==> src/include/lmc_pkg.sv <==
package lmc_pkg;
  // clock and timing (ns figures as specified, cycles derived)
  localparam int unsigned CLK_PERIOD_NS = 5;
  localparam int unsigned SLEEP_ENTRY_DELAY_NS = 50000;
  localparam int unsigned SLEEP_ENTRY_DELAY_CYCLES = (SLEEP_ENTRY_DELAY_NS + CLK_PERIOD_NS - 1) / CLK_PERIOD_NS;
  localparam int unsigned MODE_SETUP_NS = 5000;
  localparam int unsigned MODE_SETUP_CYCLES = (MODE_SETUP_NS + CLK_PERIOD_NS - 1) / CLK_PERIOD_NS;
  localparam int unsigned FIRST_TX_DELAY_NS = 50000;
  localparam int unsigned FIRST_TX_DELAY_CYCLES = (FIRST_TX_DELAY_NS + CLK_PERIOD_NS - 1) / CLK_PERIOD_NS;
  localparam int unsigned FAST_ENTRY_WINDOW_NS = 35000;
  localparam int unsigned FAST_ENTRY_WINDOW_CYCLES = FAST_ENTRY_WINDOW_NS / CLK_PERIOD_NS;
  localparam int unsigned FAST_EXIT_GLITCH_TIME_NS = 5000;
  localparam int unsigned FAST_EXIT_GLITCH_TIME_CYCLES = FAST_EXIT_GLITCH_TIME_NS / CLK_PERIOD_NS;
  localparam int unsigned TOGGLE_STEP_CYCLES = FAST_ENTRY_WINDOW_CYCLES / 4;
  localparam int unsigned GLITCH_LOW_CYCLES = FAST_EXIT_GLITCH_TIME_CYCLES / 2;
  localparam int unsigned CNT_W = 16;

  // register map
  localparam logic [11:0] CTRL_OFFSET = 12'h000;
  localparam logic [11:0] TXDATA_OFFSET = 12'h004;
  localparam logic [11:0] STATUS_OFFSET = 12'h008;
  localparam int unsigned CTRL_SELECT_BIT = 0;
  localparam int unsigned CTRL_SLOW_BIT = 1;
  localparam int unsigned CTRL_SLEEP_BIT = 2;
  localparam int unsigned CTRL_TOGGLE_BIT = 3;
  localparam int unsigned CTRL_GLITCH_BIT = 4;
  localparam int unsigned STATUS_RXD_BIT = 4;
  localparam int unsigned STATUS_INH_BIT = 5;
  localparam int unsigned STATUS_WAKE_BIT = 6;
  localparam int unsigned STATUS_REFUSED_BIT = 7;
  localparam int unsigned STATUS_BUSY_BIT = 8;
  localparam int unsigned STATUS_SLOW_BIT = 9;
  localparam logic TXDATA_RESET = 1'b1;
  localparam logic [1:0] RESP_OKAY = 2'h0;
  localparam logic [1:0] RESP_SLVERR = 2'h2;

  typedef enum logic [3:0] {
    ST_AWAKE = 4'h0,
    ST_SETUP = 4'h1,
    ST_HOLD = 4'h2,
    ST_ACTIVE = 4'h3,
    ST_SLEEP_WAIT = 4'h4,
    ST_SLEEP = 4'h5,
    ST_TOG_LOW = 4'h6,
    ST_TOG_TXD = 4'h7,
    ST_FAST = 4'h8,
    ST_GLITCH = 4'h9
  } lmc_state_t;

  typedef struct packed {
    logic glitch;
    logic toggle;
    logic sleep;
    logic slow;
    logic select;
  } lmc_cmd_t;
endpackage

==> src/design/lmc_host.sv <==
// What this block does
// - sleep request: enable low with txd high, effective after a filter delay.
// - normal mode: txd high before enable rises after sleep.
// - slow mode: txd low before enable rises after sleep.
// - fast entry: both low, txd high, enable high, all within 35 us.
// - fast exit by repeated toggle or enable low glitch under 5.0 us.
// - sleep entry delay after enable falls is at least 50 us.
//
// Our own choices: the address map and register access over AXI4-Lite.
`timescale 1ns/1ps
module lmc_host import lmc_pkg::*; #(
  parameter int unsigned ADDR_W = 12,
  parameter int unsigned SLEEP_CYCLES = SLEEP_ENTRY_DELAY_CYCLES,
  parameter int unsigned FIRST_TX_CYCLES = FIRST_TX_DELAY_CYCLES
) (
  // clock and reset
  input wire logic i_clk,
  input wire logic i_rst,
  // axi4-lite write address and data
  input wire logic i_awvalid,
  output logic o_awready,
  input wire logic [ADDR_W-1:0] i_awaddr,
  input wire logic [2:0] i_awprot,
  input wire logic i_wvalid,
  output logic o_wready,
  input wire logic [31:0] i_wdata,
  input wire logic [3:0] i_wstrb,
  // axi4-lite write response
  output logic o_bvalid,
  input wire logic i_bready,
  output logic [1:0] o_bresp,
  // axi4-lite read
  input wire logic i_arvalid,
  output logic o_arready,
  input wire logic [ADDR_W-1:0] i_araddr,
  input wire logic [2:0] i_arprot,
  output logic o_rvalid,
  input wire logic i_rready,
  output logic [31:0] o_rdata,
  output logic [1:0] o_rresp,
  // transceiver pins
  output logic o_txd,
  output logic o_en,
  input wire logic i_rxd,
  input wire logic i_inh
);
  lmc_state_t state;
  lmc_cmd_t cmd;
  logic [CNT_W-1:0] cnt;
  logic rxd_m, rxd_s, inh_m, inh_s;
  logic tx_data, slow_sel, fast_on, wake_seen, refused;
  logic aw_got, w_got;
  logic [ADDR_W-1:0] aw_addr;
  logic [31:0] w_data;
  logic [3:0] w_strb;
  logic aw_take, w_take, wr_fire, b_done, ar_take, r_done, cmd_any, cmd_ok, busy, wake_clr;

  // pin synchronisers
  always_ff @(posedge i_clk) begin
    rxd_m <= i_rxd;
    rxd_s <= rxd_m;
    inh_m <= i_inh;
    inh_s <= inh_m;
  end

  // axi4-lite write channel
  assign aw_take = i_awvalid && o_awready;
  assign w_take = i_wvalid && o_wready;
  assign wr_fire = aw_got && w_got && !o_bvalid;
  assign b_done = o_bvalid && i_bready;

  always_ff @(posedge i_clk) begin
    if (i_rst) begin
      aw_got <= 1'b0;
      w_got <= 1'b0;
      o_awready <= 1'b0;
      o_wready <= 1'b0;
      aw_addr <= '0;
      w_data <= '0;
      w_strb <= '0;
    end else begin
      if (aw_take) begin
        aw_got <= 1'b1;
        aw_addr <= i_awaddr;
      end else if (b_done) begin
        aw_got <= 1'b0;
      end
      if (w_take) begin
        w_got <= 1'b1;
        w_data <= i_wdata;
        w_strb <= i_wstrb;
      end else if (b_done) begin
        w_got <= 1'b0;
      end
      o_awready <= !(aw_take || (aw_got && !b_done));
      o_wready <= !(w_take || (w_got && !b_done));
    end
  end

  always_ff @(posedge i_clk) begin
    if (i_rst) begin
      o_bvalid <= 1'b0;
      o_bresp <= RESP_OKAY;
    end else if (wr_fire) begin
      o_bvalid <= 1'b1;
      o_bresp <= (aw_addr == ADDR_W'(CTRL_OFFSET) || aw_addr == ADDR_W'(TXDATA_OFFSET) ||
                  aw_addr == ADDR_W'(STATUS_OFFSET)) ? RESP_OKAY : RESP_SLVERR;
    end else if (b_done) begin
      o_bvalid <= 1'b0;
    end
  end

  // command strobes and register writes
  always_ff @(posedge i_clk) begin
    if (i_rst) begin
      cmd <= '0;
    end else if (wr_fire && w_strb[0] && aw_addr == ADDR_W'(CTRL_OFFSET)) begin
      cmd.select <= w_data[CTRL_SELECT_BIT];
      cmd.slow <= w_data[CTRL_SLOW_BIT];
      cmd.sleep <= w_data[CTRL_SLEEP_BIT];
      cmd.toggle <= w_data[CTRL_TOGGLE_BIT];
      cmd.glitch <= w_data[CTRL_GLITCH_BIT];
    end else begin
      cmd <= '0;
    end
  end

  always_ff @(posedge i_clk) begin
    if (i_rst) begin
      tx_data <= TXDATA_RESET;
    end else if (wr_fire && w_strb[0] && aw_addr == ADDR_W'(TXDATA_OFFSET)) begin
      tx_data <= w_data[0];
    end
  end

  // sticky flags: a new event wins over a write-one-to-clear
  assign wake_clr = wr_fire && w_strb[0] && aw_addr == ADDR_W'(STATUS_OFFSET);
  assign cmd_any = cmd.select || cmd.sleep || cmd.toggle || cmd.glitch;
  assign busy = !(state == ST_AWAKE || state == ST_ACTIVE || state == ST_FAST || state == ST_SLEEP);
  assign cmd_ok = (cmd.select && (state == ST_AWAKE || state == ST_SLEEP)) ||
                  (cmd.sleep && (state == ST_ACTIVE || state == ST_FAST)) ||
                  (cmd.toggle && (state == ST_ACTIVE || state == ST_FAST)) ||
                  (cmd.glitch && state == ST_FAST);

  always_ff @(posedge i_clk) begin
    if (i_rst) begin
      wake_seen <= 1'b0;
    end else if (state == ST_SLEEP && !rxd_s) begin
      wake_seen <= 1'b1;
    end else if (wake_clr && w_data[STATUS_WAKE_BIT]) begin
      wake_seen <= 1'b0;
    end
  end

  always_ff @(posedge i_clk) begin
    if (i_rst) begin
      refused <= 1'b0;
    end else if (cmd_any && !cmd_ok) begin
      refused <= 1'b1;
    end else if (wake_clr && w_data[STATUS_REFUSED_BIT]) begin
      refused <= 1'b0;
    end
  end

  // axi4-lite read channel
  assign ar_take = i_arvalid && o_arready;
  assign r_done = o_rvalid && i_rready;

  always_ff @(posedge i_clk) begin
    if (i_rst) begin
      o_arready <= 1'b0;
      o_rvalid <= 1'b0;
      o_rdata <= '0;
      o_rresp <= RESP_OKAY;
    end else begin
      o_arready <= !(ar_take || (o_rvalid && !r_done));
      if (ar_take) begin
        o_rvalid <= 1'b1;
        o_rresp <= RESP_OKAY;
        o_rdata <= '0;
        if (i_araddr == ADDR_W'(TXDATA_OFFSET)) begin
          o_rdata[0] <= tx_data;
        end else if (i_araddr == ADDR_W'(STATUS_OFFSET)) begin
          o_rdata[3:0] <= state;
          o_rdata[STATUS_RXD_BIT] <= rxd_s;
          o_rdata[STATUS_INH_BIT] <= inh_s;
          o_rdata[STATUS_WAKE_BIT] <= wake_seen;
          o_rdata[STATUS_REFUSED_BIT] <= refused;
          o_rdata[STATUS_BUSY_BIT] <= busy;
          o_rdata[STATUS_SLOW_BIT] <= slow_sel;
        end else if (i_araddr != ADDR_W'(CTRL_OFFSET)) begin
          o_rresp <= RESP_SLVERR;
        end
      end else if (r_done) begin
        o_rvalid <= 1'b0;
      end
    end
  end

  // mode sequencer driving txd and enable
  always_ff @(posedge i_clk) begin
    if (i_rst) begin
      state <= ST_AWAKE;
      cnt <= '0;
      o_txd <= 1'b1;
      o_en <= 1'b0;
      slow_sel <= 1'b0;
      fast_on <= 1'b0;
    end else begin
      if (cnt != '0) begin
        cnt <= cnt - CNT_W'(1);
      end
      unique case (state)
        ST_AWAKE, ST_SLEEP: begin
          if (state == ST_SLEEP && !rxd_s) begin
            state <= ST_AWAKE;
          end else if (cmd.select) begin
            state <= ST_SETUP;
            slow_sel <= cmd.slow;
            o_txd <= !cmd.slow;
            cnt <= CNT_W'(MODE_SETUP_CYCLES - 1);
          end
        end
        ST_SETUP: begin
          if (cnt == '0) begin
            state <= ST_HOLD;
            o_en <= 1'b1;
            cnt <= CNT_W'(FIRST_TX_CYCLES - 1);
          end
        end
        ST_HOLD: begin
          // wait-slow transition settles before traffic
          if (cnt == '0) begin
            state <= ST_ACTIVE;
            fast_on <= 1'b0;
          end
        end
        ST_ACTIVE, ST_FAST: begin
          o_txd <= tx_data;
          if (cmd.sleep) begin
            state <= ST_SLEEP_WAIT;
            o_txd <= 1'b1;
            o_en <= 1'b0;
            cnt <= CNT_W'(SLEEP_CYCLES - 1);
          end else if (cmd.toggle) begin
            state <= ST_TOG_LOW;
            o_txd <= 1'b0;
            o_en <= 1'b0;
            cnt <= CNT_W'(TOGGLE_STEP_CYCLES - 1);
          end else if (cmd.glitch && state == ST_FAST) begin
            state <= ST_GLITCH;
            o_en <= 1'b0;
            cnt <= CNT_W'(GLITCH_LOW_CYCLES - 1);
          end
        end
        ST_SLEEP_WAIT: begin
          if (cnt == '0) begin
            state <= ST_SLEEP;
          end
        end
        ST_TOG_LOW: begin
          if (cnt == '0) begin
            state <= ST_TOG_TXD;
            o_txd <= 1'b1;
            cnt <= CNT_W'(TOGGLE_STEP_CYCLES - 1);
          end
        end
        ST_TOG_TXD: begin
          if (cnt == '0) begin
            o_en <= 1'b1;
            fast_on <= !fast_on;
            state <= fast_on ? ST_ACTIVE : ST_FAST;
          end
        end
        ST_GLITCH: begin
          if (cnt == '0) begin
            o_en <= 1'b1;
            fast_on <= 1'b0;
            state <= ST_ACTIVE;
          end
        end
        default: begin
          state <= ST_AWAKE;
          o_en <= 1'b0;
          o_txd <= 1'b1;
        end
      endcase
    end
  end

  // helper counters for the timing checks
  logic [CNT_W-1:0] wait_len, tog_len, low_len;
  always_ff @(posedge i_clk) begin
    if (i_rst) begin
      wait_len <= '0;
      tog_len <= '0;
      low_len <= '0;
    end else begin
      wait_len <= (state == ST_SLEEP_WAIT) ? wait_len + CNT_W'(1) : '0;
      tog_len <= (state == ST_TOG_LOW || state == ST_TOG_TXD) ? tog_len + CNT_W'(1) : '0;
      low_len <= (state == ST_GLITCH) ? low_len + CNT_W'(1) : '0;
    end
  end

  txd_follow_a: assert property (@(posedge i_clk) disable iff (i_rst)
    (state == ST_ACTIVE && $past(state) == ST_ACTIVE && $past(state, 2) == ST_ACTIVE) |-> o_txd == $past(tx_data))
    else $error("txd does not follow tx data");
  sleep_pins_a: assert property (@(posedge i_clk) disable iff (i_rst)
    state == ST_SLEEP_WAIT |-> (o_txd && !o_en))
    else $error("sleep request pins wrong");
  sleep_delay_a: assert property (@(posedge i_clk) disable iff (i_rst)
    (state == ST_SLEEP && $past(state) == ST_SLEEP_WAIT) |-> $past(wait_len) >= CNT_W'(SLEEP_CYCLES - 1))
    else $error("sleep entered too early");
  slew_setup_a: assert property (@(posedge i_clk) disable iff (i_rst)
    (state == ST_HOLD && $rose(o_en)) |-> (o_txd == !slow_sel && $past(o_txd) == !slow_sel))
    else $error("txd not set before enable rise");
  slew_lock_a: assert property (@(posedge i_clk) disable iff (i_rst)
    (state != ST_SETUP && $past(state) != ST_AWAKE && $past(state) != ST_SLEEP) |-> $stable(slow_sel))
    else $error("slew choice changed while awake");
  toggle_pins_a: assert property (@(posedge i_clk) disable iff (i_rst)
    state == ST_TOG_LOW |=> (!o_en && (state == ST_TOG_LOW ? !o_txd : o_txd)))
    else $error("toggle sequence pins wrong");
  fast_window_a: assert property (@(posedge i_clk) disable iff (i_rst)
    $rose(o_en) && $past(state) == ST_TOG_TXD |-> $past(tog_len) < CNT_W'(FAST_ENTRY_WINDOW_CYCLES))
    else $error("toggle sequence too long");
  glitch_len_a: assert property (@(posedge i_clk) disable iff (i_rst)
    $rose(o_en) && $past(state) == ST_GLITCH |-> $past(low_len) < CNT_W'(FAST_EXIT_GLITCH_TIME_CYCLES))
    else $error("exit glitch too long");
  wake_report_a: assert property (@(posedge i_clk) disable iff (i_rst)
    (state == ST_SLEEP && !rxd_s) |=> (state == ST_AWAKE && wake_seen))
    else $error("wake report missed");
  select_refuse_a: assert property (@(posedge i_clk) disable iff (i_rst)
    (state == ST_ACTIVE && cmd.select && !cmd.sleep && !cmd.toggle) |=> (state == ST_ACTIVE && refused))
    else $error("reselect accepted while active");
endmodule // lmc_host

==> config.mk <==
export PLATFORM = sky130hd
export DESIGN_NAME = lmc_host
export DESIGN_NICKNAME = d
export VERILOG_FILES = /design/src/include/lmc_pkg.sv /design/src/design/lmc_host.sv
export SDC_FILE = /design/constraint.sdc
export NUM_CORES = 1
export LEC_CHECK = 0
export BUFFER_PORTS_ARGS = -buffer_cell sky130_fd_sc_hd__buf_4
export CAP_MARGIN = 20
export CORE_UTILIZATION = 30
export CTS_BUF_LIST = sky130_fd_sc_hd__clkbuf_8
export DETAILED_ROUTE_END_ITERATION = 10
export GPL_ROUTABILITY_DRIVEN = 0
export SETUP_SLACK_MARGIN = 0.1
export SYNTH_ARGS = -nofsm -noshare
export SYNTH_HDL_FRONTEND = slang
export SYNTH_SLANG_ARGS = --single-unit
export TNS_END_PERCENT = 100
==> constraint.sdc <==
create_clock -name i_clk -period 5.15 [get_ports i_clk]
set_clock_uncertainty 0.1 [all_clocks]
set_input_delay 0.2575 -clock i_clk [delete_from_list [all_inputs] [get_ports i_clk]]
set_output_delay 0.2575 -clock i_clk [all_outputs]
set_load 0.05 [all_outputs]
Word level (Yosys, flattened, before mapping)
Index checks and enable logic that the tools add are counted.

Register bits after elaboration: 78. Bits in latches: 0. Memory bits (writable): 0. ROM bits: 0. Output and inout port bits: 43. Word-level logic and storage cells: 183. Memories kept: 0.

$add $sub $neg: 1. $mul: 0. Divide/modulo/power cells: 0. Order comparisons: 0. Equality and inequality tests: 23. Shift-type cells: 0. Multiplexer cells: 51. Bitwise operators: 4. Reductions and logical operators: 73.

Operator list (count): 16-bit 2-to-1 mux (8); 16-bit case mux with 4 select lines (1); 4-bit 2-to-1 mux (11); 4-bit case mux with 7 select lines (1); 12-bit by 3-bit == test with 1-bit output (second input constant) (2); 12-bit by 4-bit == test with 1-bit output (second input constant) (2); 1-bit logical AND (22); 1-bit 2-to-1 mux (21); 4-bit by 3-bit == test with 1-bit output (second input constant) (4); 16-bit zero test (1); 1-bit logical OR (16); 16-bit nonzero test (1); 16-bit by 1-bit subtractor with 16-bit output (second input constant) (1); 2-bit nonzero test (7); 12-bit zero test (1); 2-bit != test (second input constant) (6); 12-bit nonzero test (1); 1-bit zero test (11); 10-bit 2-to-1 mux (1); 5-bit OR reduction (2); 9-bit 2-to-1 mux (1); 3-bit AND reduction (3); 4-bit by 2-bit == test with 1-bit output (second input constant) (2); 4-bit == test (second input constant) (2); 14 further kinds (24).

Logic depth before layout (Yosys ltp)
Gate-level depths: netlist (run 1).

Word-level depth: 9. Gate-level depth with buffers: 10.

Least setup slack after synthesis (run 1)
Ideal clock, no wire load.

Path type: register to register. Start: register cnt[0]. End: register cnt[8]. Setup time: 0.067 ns. Data arrival time: 1.847 ns. Slack: 3.135 ns. Cell stages (with the launch flop): 7. Path through: dfxtp_1 inv_1 ha_1 or3b_2 or4_1 a211o_1 a21oi_2.

Longest elaborated chain between the ends: 6. Elaborated cells on any way between the ends: 12. Classes of those cells: add/sub (1); mux (9); reduce/logical (2).

Ends and longest elaborated chain: start: declaration (RTL line lmc_host.sv:49) `logic [CNT_W-1:0] cnt;`; start signal: assignment (RTL line lmc_host.sv:211) `cnt <= cnt - CNT_W'(1);`; start signal: assignment (RTL line lmc_host.sv:221) `cnt <= CNT_W'(MODE_SETUP_CYCLES - 1);`; start signal: assignment (RTL line lmc_host.sv:228) `cnt <= CNT_W'(FIRST_TX_CYCLES - 1);`; 16-bit by 1-bit subtractor with 16-bit output or 16-bit nonzero test (tied branches) (RTL line lmc_host.sv:211, lmc_host.sv:210); 16-bit 2-to-1 mux (RTL line lmc_host.sv:210) `if (cnt != '0) begin`; 16-bit 2-to-1 mux (RTL line lmc_host.sv:250) `end else if (cmd.glitch && state == ST_FAST) begin`; 16-bit 2-to-1 mux (RTL line lmc_host.sv:245) `end else if (cmd.toggle) begin`; 16-bit 2-to-1 mux (RTL line lmc_host.sv:240) `if (cmd.sleep) begin`; 16-bit case mux with 4 select lines * (RTL line lmc_host.sv:213) `unique case (state)`.

Mark *: on every way between the ends. The rest lies on a longest branch, timed or not. A chain may end at the register's enable or synchronous reset.

Worst setup path in the final report (run 1)
Start: register cnt[0]. End: register cnt[1].

Same word-level chain as after synthesis.

==> flow_summary.toml, run 1 <==
[logic_synthesis]
synth_cell_types = 62
syn_area_um2 = 3750
synthesis.instances = 465
synth_seq_cells = 75
synth.avg_cell_area_um2 = 8.06
yosysSeqAreaShare_pct = 40.1
async_flop_share_pct = 0
yosysWarnings = 0
synth_edf_count = 0
synthFlopType = "dfxtp_1"

[power_and_ir_drop]
p_switching_uw = 699
power_mw = 1.88
leakagePower_nw = 1.69
p_comb_share_pct = 35.3
power_frac_clock_pct = 25.6
powerDensity_nw_per_um2 = 423
switching_share_pct = 37.2
p_int_mw = 1.18
power_frac_seq_pct = 39.1
irDropWorstVdd_mv = 0.198

[die]
die_h_um = 114
die_w_um = 114
rows = 40
initial_utilization_pct = 30.9
num_io_pins = 118
core_um2 = 12100
die-area_um2 = 12900

[sta]
max_slew_margin_pct = 47.6
tns_ns = 0
finalMaxSlewViolations = 0
setup_slack_ns = 2.29
worst_pin_slew_ns = 0.784
hold_viol = 0
fin_crit_sh_pct = 55.6
rsz0062_at_grt = "false"
finalCriticalPeriod_ns = 2.86
setup_viol = 0
fmax_ghz = 0.349
holdWs_ns = 0.0493

[place]
dp_slack_ns = 2.38
portBuffers = 59
dp_cells = 666
place_area_um2 = 4210
hpwl_mm = 6.08

[worst_setup_path]
path_delay_family = "simple AND/OR/NAND/NOR gates"
crit_fanout = 16
crit_buf_inv = 2
cp_cell_sequence = "inv_1 > ha_1 > nor3b_1 > and4_1 > inv_1 > nor3_1 > a2bb2oi_1 > nor3_1"
critical_path.slowest_cell = "and4_1"
critPathMaxStageDelay_ns = 0.63
worstPathRequired_ns = 5.26
crit_arrival_ns = 2.98
path_class = "reg2reg"
crit_path_end_kind = "flop"
start_kind = "flop"

[layout]
drive_gt1_share_pct = 17.1
fin_util_pct = 36.6
area_growth_pct = 18.3
final_cells = 682
num_antenna_cells = 0
nets = 589
fill_cells = 1279
fin_area_um2 = 4430

[route]
drc_errors = 0
wl_met1_mm = 4.04
initialDrtViolationCount = 297
top_layer = "met4"
vias = 3383
post_drt_via_cell_ratio = 4.96
wl_met3_um = 428
wl_mm = 8.68
post_drt_wl_per_cell_um = 12.7
ant_nets = 0
dr_wl_met2_mm = 4.07
dr.pass1.iters = 5

[clock_network]
cts.clk_slew.worst_paths_ns = 0.09
cts_tree = "built"
clk_latency_ns = 0.35
htreeDepth = 3
numCtsBuffers = 9
cts-root-buf = "clkbuf_8"
cts_sinks = 75
cts_buffer_depth = 2
post_cts_buffers = 0

[run]
drv_cap = 0

[global_route]
grt_pass1_vias = 2975
grt_pass1_wl_mm = 14.3
grt_usage_pct = 13.7
antenna_found_initial = 0
grt_max_degree = 66
grt.overflow.total = 0

[hold_path]
hold_class = "in2reg"

[outcome]
status = "finished clean"
[sequential cells by signal, summed over array words and instances, names as in the netlist, 4 cells and up]
| name | cells |
|---|---|
| aw_addr | 12 |
| w_data | 7 |
| cmd | 5 |
| cnt | 16 |
| state | 4 |
| o_rdata | 10 |
[worst reg2reg max path, delay by kind of cell (launching register included)]
kind | cells | cell delay (ns)
and+or+nand+nor | 4 | 1.52
buffers and inverters | 2 | 0.38
DFF | 1 | 0.35
AOI/OAI and AO/OA | 1 | 0.20
adders and majority gates | 1 | 0.16
[path summary, 6_finish.rpt]
check                                 start          to  slack, ns  cells after the start
worst max-delay path                 cnt[0]      cnt[1]       2.29                      8
worst min-delay path            i_awaddr[5]  aw_addr[5]       0.05                      3
worst max register to register       cnt[0]      cnt[1]       2.29                      8
worst min register to register        rxd_m       rxd_s       0.23                      0
[synthesized netlist by cell type (3+ instances only)]
cell type  number  area share [%]
and3_1          3            0.50
a211o_1         3            0.70
buf_4          24             4.8
o21ai_0        23             3.1
o211ai_1        3            0.60
a22oi_1        10             2.0
nand2_1        58             5.8
a21oi_1        46             6.1
ha_1            3             1.0
nor2b_1         8             1.3
a211oi_1        3            0.60
nor2_1         41             4.1
inv_1          13             1.3
a31oi_1         4            0.67
buf_2           3            0.40
nand2b_1        5            0.83
o221a_2         3            0.90
nand3b_1        5             1.0
and3b_1         3            0.70
or4_1           3            0.60
dfxtp_1        75              40
nor3_1         16             2.1
a21o_1          4            0.80
clkbuf_1       20             2.0
and2_1         11             1.8
and4_1          3            0.70
nor3b_1         5             1.0
or3_1           3            0.50
nand3_1         5            0.67
nand4b_1        5             1.2
nor4_1         10             1.7
xor2_1          5             1.2
o31ai_1         3            0.60
[what timing repair did]
item / 4_1_cts / 5_1_grt
hold endpoints to repair: 2 / 0
gates resized for setup: 0 / 0
hold buffers: 2 / 0
[cell families after synthesis]
group                    share of synthesized area [%]
multiplexers                                     0.568
buffers and inverters                             8.71
XOR/XNOR                                          1.17
AO/OA/AOI/OAI                                     20.3
flip-flops                                        40.1
other                                            0.100
AND/OR/NAND/NOR                                   28.1
adder cells (fa/ha/maj)                           1.00
[power by group through the flow]
stage,Combinational (mW),Clock (mW),Sequential [mW]
6_report,0.662,0.481,0.734
5_1_grt,0.740,0.520,0.744
4_1_cts,0.659,0.495,0.732
3_5_place_dp,0.653,0,0.745
3_3_place_gp,0.646,0,0.741
2_1_floorplan,0.534,0,0.729
[routing by layer]
metal	vias up	GRT usage (%)
met2	119	21.8
met1	1553	18.1
met3	11	3.03
met4	0	5.18
met5	-	0
li1	1700	-
[layout make-up]
| cell class | instances | area [µm²] | share of cell area, % |
|---|---|---|---|
| timing repair buffer | 61 | 463 | 10.4 |
| tap | 168 | 210 | 4.74 |
| inverter | 13 | 48.8 | 1.10 |
| clock buffer | 9 | 124 | 2.79 |
| multi-input combinational | 351 | 2010 | 45.2 |
| sequential | 75 | 1500 | 33.9 |
| clock inverter | 5 | 80.1 | 1.81 |
[layout by cell type (no fill, tap or decap), types with 10 or more instances in the layout]
master	synthesis	layout
inv_1	13	13
a21oi_1	46	46
conb_1	1	24
o21ai_0	23	23
nor2_1	41	41
and2_1	11	11
a22oi_1	10	10
nand2_1	58	58
nor3_1	16	16
buf_4	24	59
nor4_1	10	10
dfxtp_1	75	75
Note: power is estimated with default switching activity, not from simulation.
==> inputs of run 2 (changes only) <==
==> constraint.sdc (replaced) <==
create_clock -name i_clk -period 2.6 [get_ports i_clk]
set_clock_uncertainty 0.1 [all_clocks]
set_input_delay 0.13 -clock i_clk [delete_from_list [all_inputs] [get_ports i_clk]]
set_output_delay 0.13 -clock i_clk [all_outputs]
set_load 0.05 [all_outputs]
==> run 2 against run 1 <==
Utilization increased by 2.8 points. Maximum frequency increased by 26%. Final cell count increased by 5.1%. Final area increased by 7.5%. Global-route usage increased by 1.2 points. Routed wire length increased by 7.5%. Flip-flop and latch count unchanged. Worst setup slack got worse by 2.0 ns. Combinational power increased by 120%. Hold slack got worse by 0.012 ns. Count of clock-buffer cells in the layout increased by 1. Via count increased by 5.8%. Largest cell class unchanged. Largest power group is now combinational cells.
==> flow_summary.toml, run 2 (synthesis results as in run 1) <==
[worst_setup_path]
path_class = "reg2reg"
rrSetupSlack_ns = 0.33
start_kind = "flop"
startpoint = "cnt[1]"
r2r-start = "cnt[1]"
regToRegEndpoint = "cnt[1]"
crit_arrival_ns = 2.38
path_depth = 9
crit_path_end = "cnt[1]"
crit_path_end_kind = "flop"
crit_fanout = 7
path_delay_family = "simple AND/OR/NAND/NOR gates"
rr_worst_depth = 9
worstPathRequired_ns = 2.71
crit_buf_inv = 3
critical_path.slowest_cell = "and4_2"
cp_cell_sequence = "inv_1 > ha_1 > nor3b_1 > and4_2 > inv_1 > nor3_1 > buf_4 > a2bb2oi_1 > nor3_1"
critPathMaxStageDelay_ns = 0.39

[place]
place_area_um2 = 4290
portBuffers = 59
hpwl_mm = 6.29
dp_slack_ns = 0.218
dp_cells = 677

[layout]
num_antenna_cells = 0
top_regs = "cnt (16), aw_addr (12), o_rdata (10)"
nets = 623
final_common_cell = "dfxtp_1"
largest_register = "cnt"
largest_reg_flops = 16
fin_util_pct = 39.4
final_cells = 717
drive_gt1_share_pct = 18.6
fin_area_um2 = 4770
mostFrequentLayoutCells = "dfxtp_1 (74), buf_4 (70), nand2_1 (58), a21oi_1 (46), nor2_1 (41)"
area_growth_pct = 27.2

[sta]
rsz0062_at_grt = "true"
setup_slack_ns = 0.334
fmax_ghz = 0.441
holdWs_ns = 0.0375
tns_ns = 0
setup_viol = 0
finalCriticalPeriod_ns = 2.27
finalMaxSlewViolations = 0
worst_pin_slew_ns = 0.686
hold_viol = 0
fin_crit_sh_pct = 87.2
max_slew_margin_pct = 54.3

[global_route]
grt.overflow.total = 0
grt_usage_pct = 14.9
grt_pass1_wl_mm = 15.6
antenna_found_initial = 0
grt_max_degree = 66
grt_pass1_vias = 3331

[power_and_ir_drop]
power_frac_clock_pct = 26.4
p_int_mw = 2.45
powerDensity_nw_per_um2 = 820
power_mw = 3.91
p_comb_share_pct = 37.1
p_switching_mw = 1.46
power_frac_seq_pct = 36.5
switching_share_pct = 37.4
leakagePower_nw = 1.86
irDropWorstVdd_mv = 0.424

[clock_network]
clk_latency_ns = 0.36
cts.clk_slew.worst_paths_ns = 0.08
cts-root-buf = "clkbuf_8"
cts_tree = "built"
numCtsBuffers = 9
post_cts_buffers = 0
cts_sinks = 75
cts_buffer_depth = 2
htreeDepth = 3

[route]
dr.pass1.iters = 5
post_drt_wl_per_cell_um = 13.0
initialDrtViolationCount = 296
wl_mm = 9.33
post_drt_via_cell_ratio = 4.99
drc_errors = 0
vias = 3580
ant_nets = 0

[die]
die-area_um2 = 12900
initial_utilization_pct = 30.9
num_io_pins = 118
core_um2 = 12100
rows = 40
die_h_um = 114
die_w_um = 114

[run]
drv_cap = 0

[outcome]
status = "finished clean"

[hold_path]
hold_class = "in2reg"
run 2: cell types whose count changed in the layout (fill, tap and decap cells not counted), sizes merged:
cell         delta
buf            +11
clkinvlp        -1
clkinv          -1
clkbuf          +1
inv             +2
dlygate4sd3    +23
run 2: metal layers:
metal  part of all wire (%)  global-route usage [%]  vias up
met5                      0                       0        -
met4                    1.7                    6.93        0
met3                    5.4                    2.76       15
met2                     49                    24.7      139
met1                     44                    18.8     1654
li1                       -                       -     1772
run 2: power groups by stage:
stage | combinational (mW) | sequential, mW | clock, mW
after floorplan | 1.06 | 1.44 | 0
after global placement | 1.37 | 1.44 | 0
after detailed placement | 1.39 | 1.45 | 0
after CTS | 1.43 | 1.42 | 1.05
after global routing | 1.60 | 1.45 | 1.11
final | 1.45 | 1.43 | 1.03
run 2: worst min-delay path by stage:
stage | startpoint | to | cells after the start
finish | i_araddr[2] | o_rresp[1] | 3
floorplan | i_inh | inh_m | 0
CTS | i_araddr[2] | o_rresp[1] | 3
global placement | i_rxd | rxd_m | 1
detailed placement | i_rxd | rxd_m | 1
global route | i_araddr[2] | o_rresp[1] | 3
run 2: final cells by class:
cell class,count,area (µm²)
clock buffer,10,138
clock inverter,5,85.1
fill,1261,7340
inverter,13,48.8
multi-input combinational,351,2010
sequential,75,1500
tap,168,210
timing repair buffer,95,776
run 2: tightest hold or removal path: cells and delay by family:
family / cells / cell delay (ns)
buffers and inverters: 1 / 0.12
and+or+nand+nor: 1 / 0.06
AOI/OAI and AO/OA: 1 / 0.13
run 2: what timing repair did:
action | CTS | global route
hold buffers | 25 | 0
endpoints found under the setup margin | 0 | 4
resized for setup | 0 | 2
hold endpoints to repair | 26 | 0
==> inputs of run 3 (changes only) <==
--- a/config.mk
+++ b/config.mk
@@ -11,6 +11,7 @@
 export CTS_BUF_LIST = sky130_fd_sc_hd__clkbuf_8
 export DETAILED_ROUTE_END_ITERATION = 10
 export GPL_ROUTABILITY_DRIVEN = 0
+export RECOVER_POWER = 50
 export SETUP_SLACK_MARGIN = 0.1
 export SYNTH_ARGS = -nofsm -noshare
 export SYNTH_HDL_FRONTEND = slang
==> run 3 against run 2 <==
Sequential power is essentially flat. Utilization shrank 0.62 points. Critical endpoint is now cnt[4]. Register-to-register slack is essentially flat. Clock power is essentially flat. Final cell count is the same. Routed wire length is essentially flat. Flip-flop and latch count is the same. Die area is the same. Non-clock buffer count is the same. Largest cell class unchanged.
==> flow_summary.toml, run 3 (synthesis results as in run 1) <==
[route]
drc_errors = 0
vias = 3551
dr.pass1.iters = 5
post_drt_via_cell_ratio = 4.95
wl_mm = 9.33
ant_nets = 0
initialDrtViolationCount = 322
post_drt_wl_per_cell_um = 13.0

[worst_setup_path]
start_kind = "flop"
crit_fanout = 7
crit_arrival_ns = 2.39
worstPathRequired_ns = 2.71
crit_buf_inv = 2
critPathMaxStageDelay_ns = 0.39
critical_path.slowest_cell = "and4_2"
crit_path_end_kind = "flop"
rr_worst_depth = 8
cp_cell_sequence = "inv_1 > ha_1 > nor3b_1 > and4_2 > inv_1 > and2_1 > o311ai_0 > a31oi_1"
path_class = "reg2reg"
path_depth = 8
path_delay_family = "simple AND/OR/NAND/NOR gates"
cp_common_cell = "inv_1"

[layout]
regArea_um2 = 1500
drive_gt1_share_pct = 14.9
nets = 623
final_common_cell = "dfxtp_1"
multi_input_area_um2 = 2010
largest_reg_flops = 16
top_regs = "cnt (16), aw_addr (12), o_rdata (10)"
num_antenna_cells = 0
mostFrequentLayoutCells = "dfxtp_1 (74), nand2_1 (58), buf_4 (47), a21oi_1 (46), nor2_1 (41)"
area_growth_pct = 25.2
fill_cells = 1280
largest_register = "cnt"
fin_area_um2 = 4690

[die]
core_um2 = 12100
num_io_pins = 118
die_w_um = 114
rows = 40
die-area_um2 = 12900
initial_utilization_pct = 30.9
die_h_um = 114

[power_and_ir_drop]
irDropWorstVdd_mv = 0.414
powerDensity_nw_per_um2 = 829
leakagePower_nw = 1.78

[clock_network]
cts_tree = "built"
clk_latency_ns = 0.36
htreeDepth = 3
numCtsBuffers = 9
cts.clk_slew.worst_paths_ns = 0.08
cts-root-buf = "clkbuf_8"
cts_sinks = 75
cts_buffer_depth = 2

[sta]
rsz0062_at_grt = "true"
setup_viol = 0
tns_ns = 0
fin_crit_sh_pct = 87.5
finalMaxSlewViolations = 0
fmax_ghz = 0.440
worst_pin_slew_ns = 0.684
hold_viol = 0
max_slew_margin_pct = 54.4
finalCriticalPeriod_ns = 2.27

[global_route]
grt_pass1_wl_mm = 15.6
met3_usage_pct = 2.76
antenna_found_initial = 0
grtUsageMet1_pct = 18.8
use_met2_pct = 24.7
grt_max_degree = 66
grt.overflow.total = 0
grt_pass1_vias = 3331
grt_usage_pct = 14.9
busiest_layer = "met2"

[run]
drv_cap = 0

[place]
portBuffers = 59
place_area_um2 = 4290
hpwl_mm = 6.29

[hold_path]
min_path_cells = 3
hold_class = "in2reg"

[outcome]
status = "finished clean"
run 3: cell types whose count changed in the layout (fill, tap and decap cells not counted):
| cell | previous run | this run |
|---|---|---|
| and2_0 | 0 | 2 |
| and2_1 | 11 | 9 |
| buf_4 | 70 | 47 |
| clkbuf_1 | 0 | 20 |
| clkbuf_4 | 0 | 3 |
run 3: final timing paths:
kind              slack (ns)         end   startpoint
setup / recovery        0.33      cnt[4]       cnt[1]
hold / removal          0.04  o_rresp[1]  i_araddr[2]
setup reg to reg        0.33      cnt[4]       cnt[1]
hold reg to reg         0.23       rxd_s        rxd_m
run 3: tightest hold or removal path, delay by kind of cell:
family                 cells  cell delay (ns)
AND/OR/NAND/NOR            1             0.06
AO/OA/AOI/OAI              1             0.13
buffers and inverters      1             0.12
run 3: what timing repair did:
| action | 4_1_cts | 5_1_grt |
|---|---|---|
| setup endpoints to repair | 0 | 4 |
| hold buffers | 25 | 0 |
| hold endpoints to repair | 26 | 0 |
| resized for setup | 0 | 2 |
| buffers inserted | 0 | 0 |
run 3: cell type report:
| type | instances | share of cell area, % |
|---|---|---|
| multi-input cells | 351 | 42.8 |
| inverters | 13 | 1.04 |
| flip-flops and latches | 75 | 32.0 |
| well taps | 168 | 4.48 |
| clock buffers | 10 | 2.93 |
| repair buffers | 95 | 14.9 |
| clock inverters | 5 | 1.81 |
run 3: where the power goes:
part	internal (mW)	total, mW	switching, mW
clock	0.568	1.03	0.460
sequential	1.27	1.43	0.158
combinational	0.592	1.43	0.840
total	2.43	3.89	1.46
run 3: metrics by stage:
stage | worst slack (ns) | instances | utilization (%) | hold WS [ns] | power, mW
2_1_floorplan | 0.585 | 488 | - | 0.0577 | 2.50
3_3_place_gp | 0.294 | 677 | 35.4 | 0.135 | 2.81
3_5_place_dp | 0.218 | 677 | 35.4 | 0.136 | 2.84
4_1_cts | 0.209 | 717 | 39.3 | 0.0379 | 3.91
5_1_grt | 0.0796 | 717 | 38.7 | 0.0515 | 4.14
6_report | 0.326 | 717 | 38.7 | 0.0407 | 3.89
run 3: routing by layer:
metal	part of all wire, %	vias up
met5	0	-
met4	1.6	0
met3	5.8	13
met2	48	129
met1	44	1636
li1	-	1773
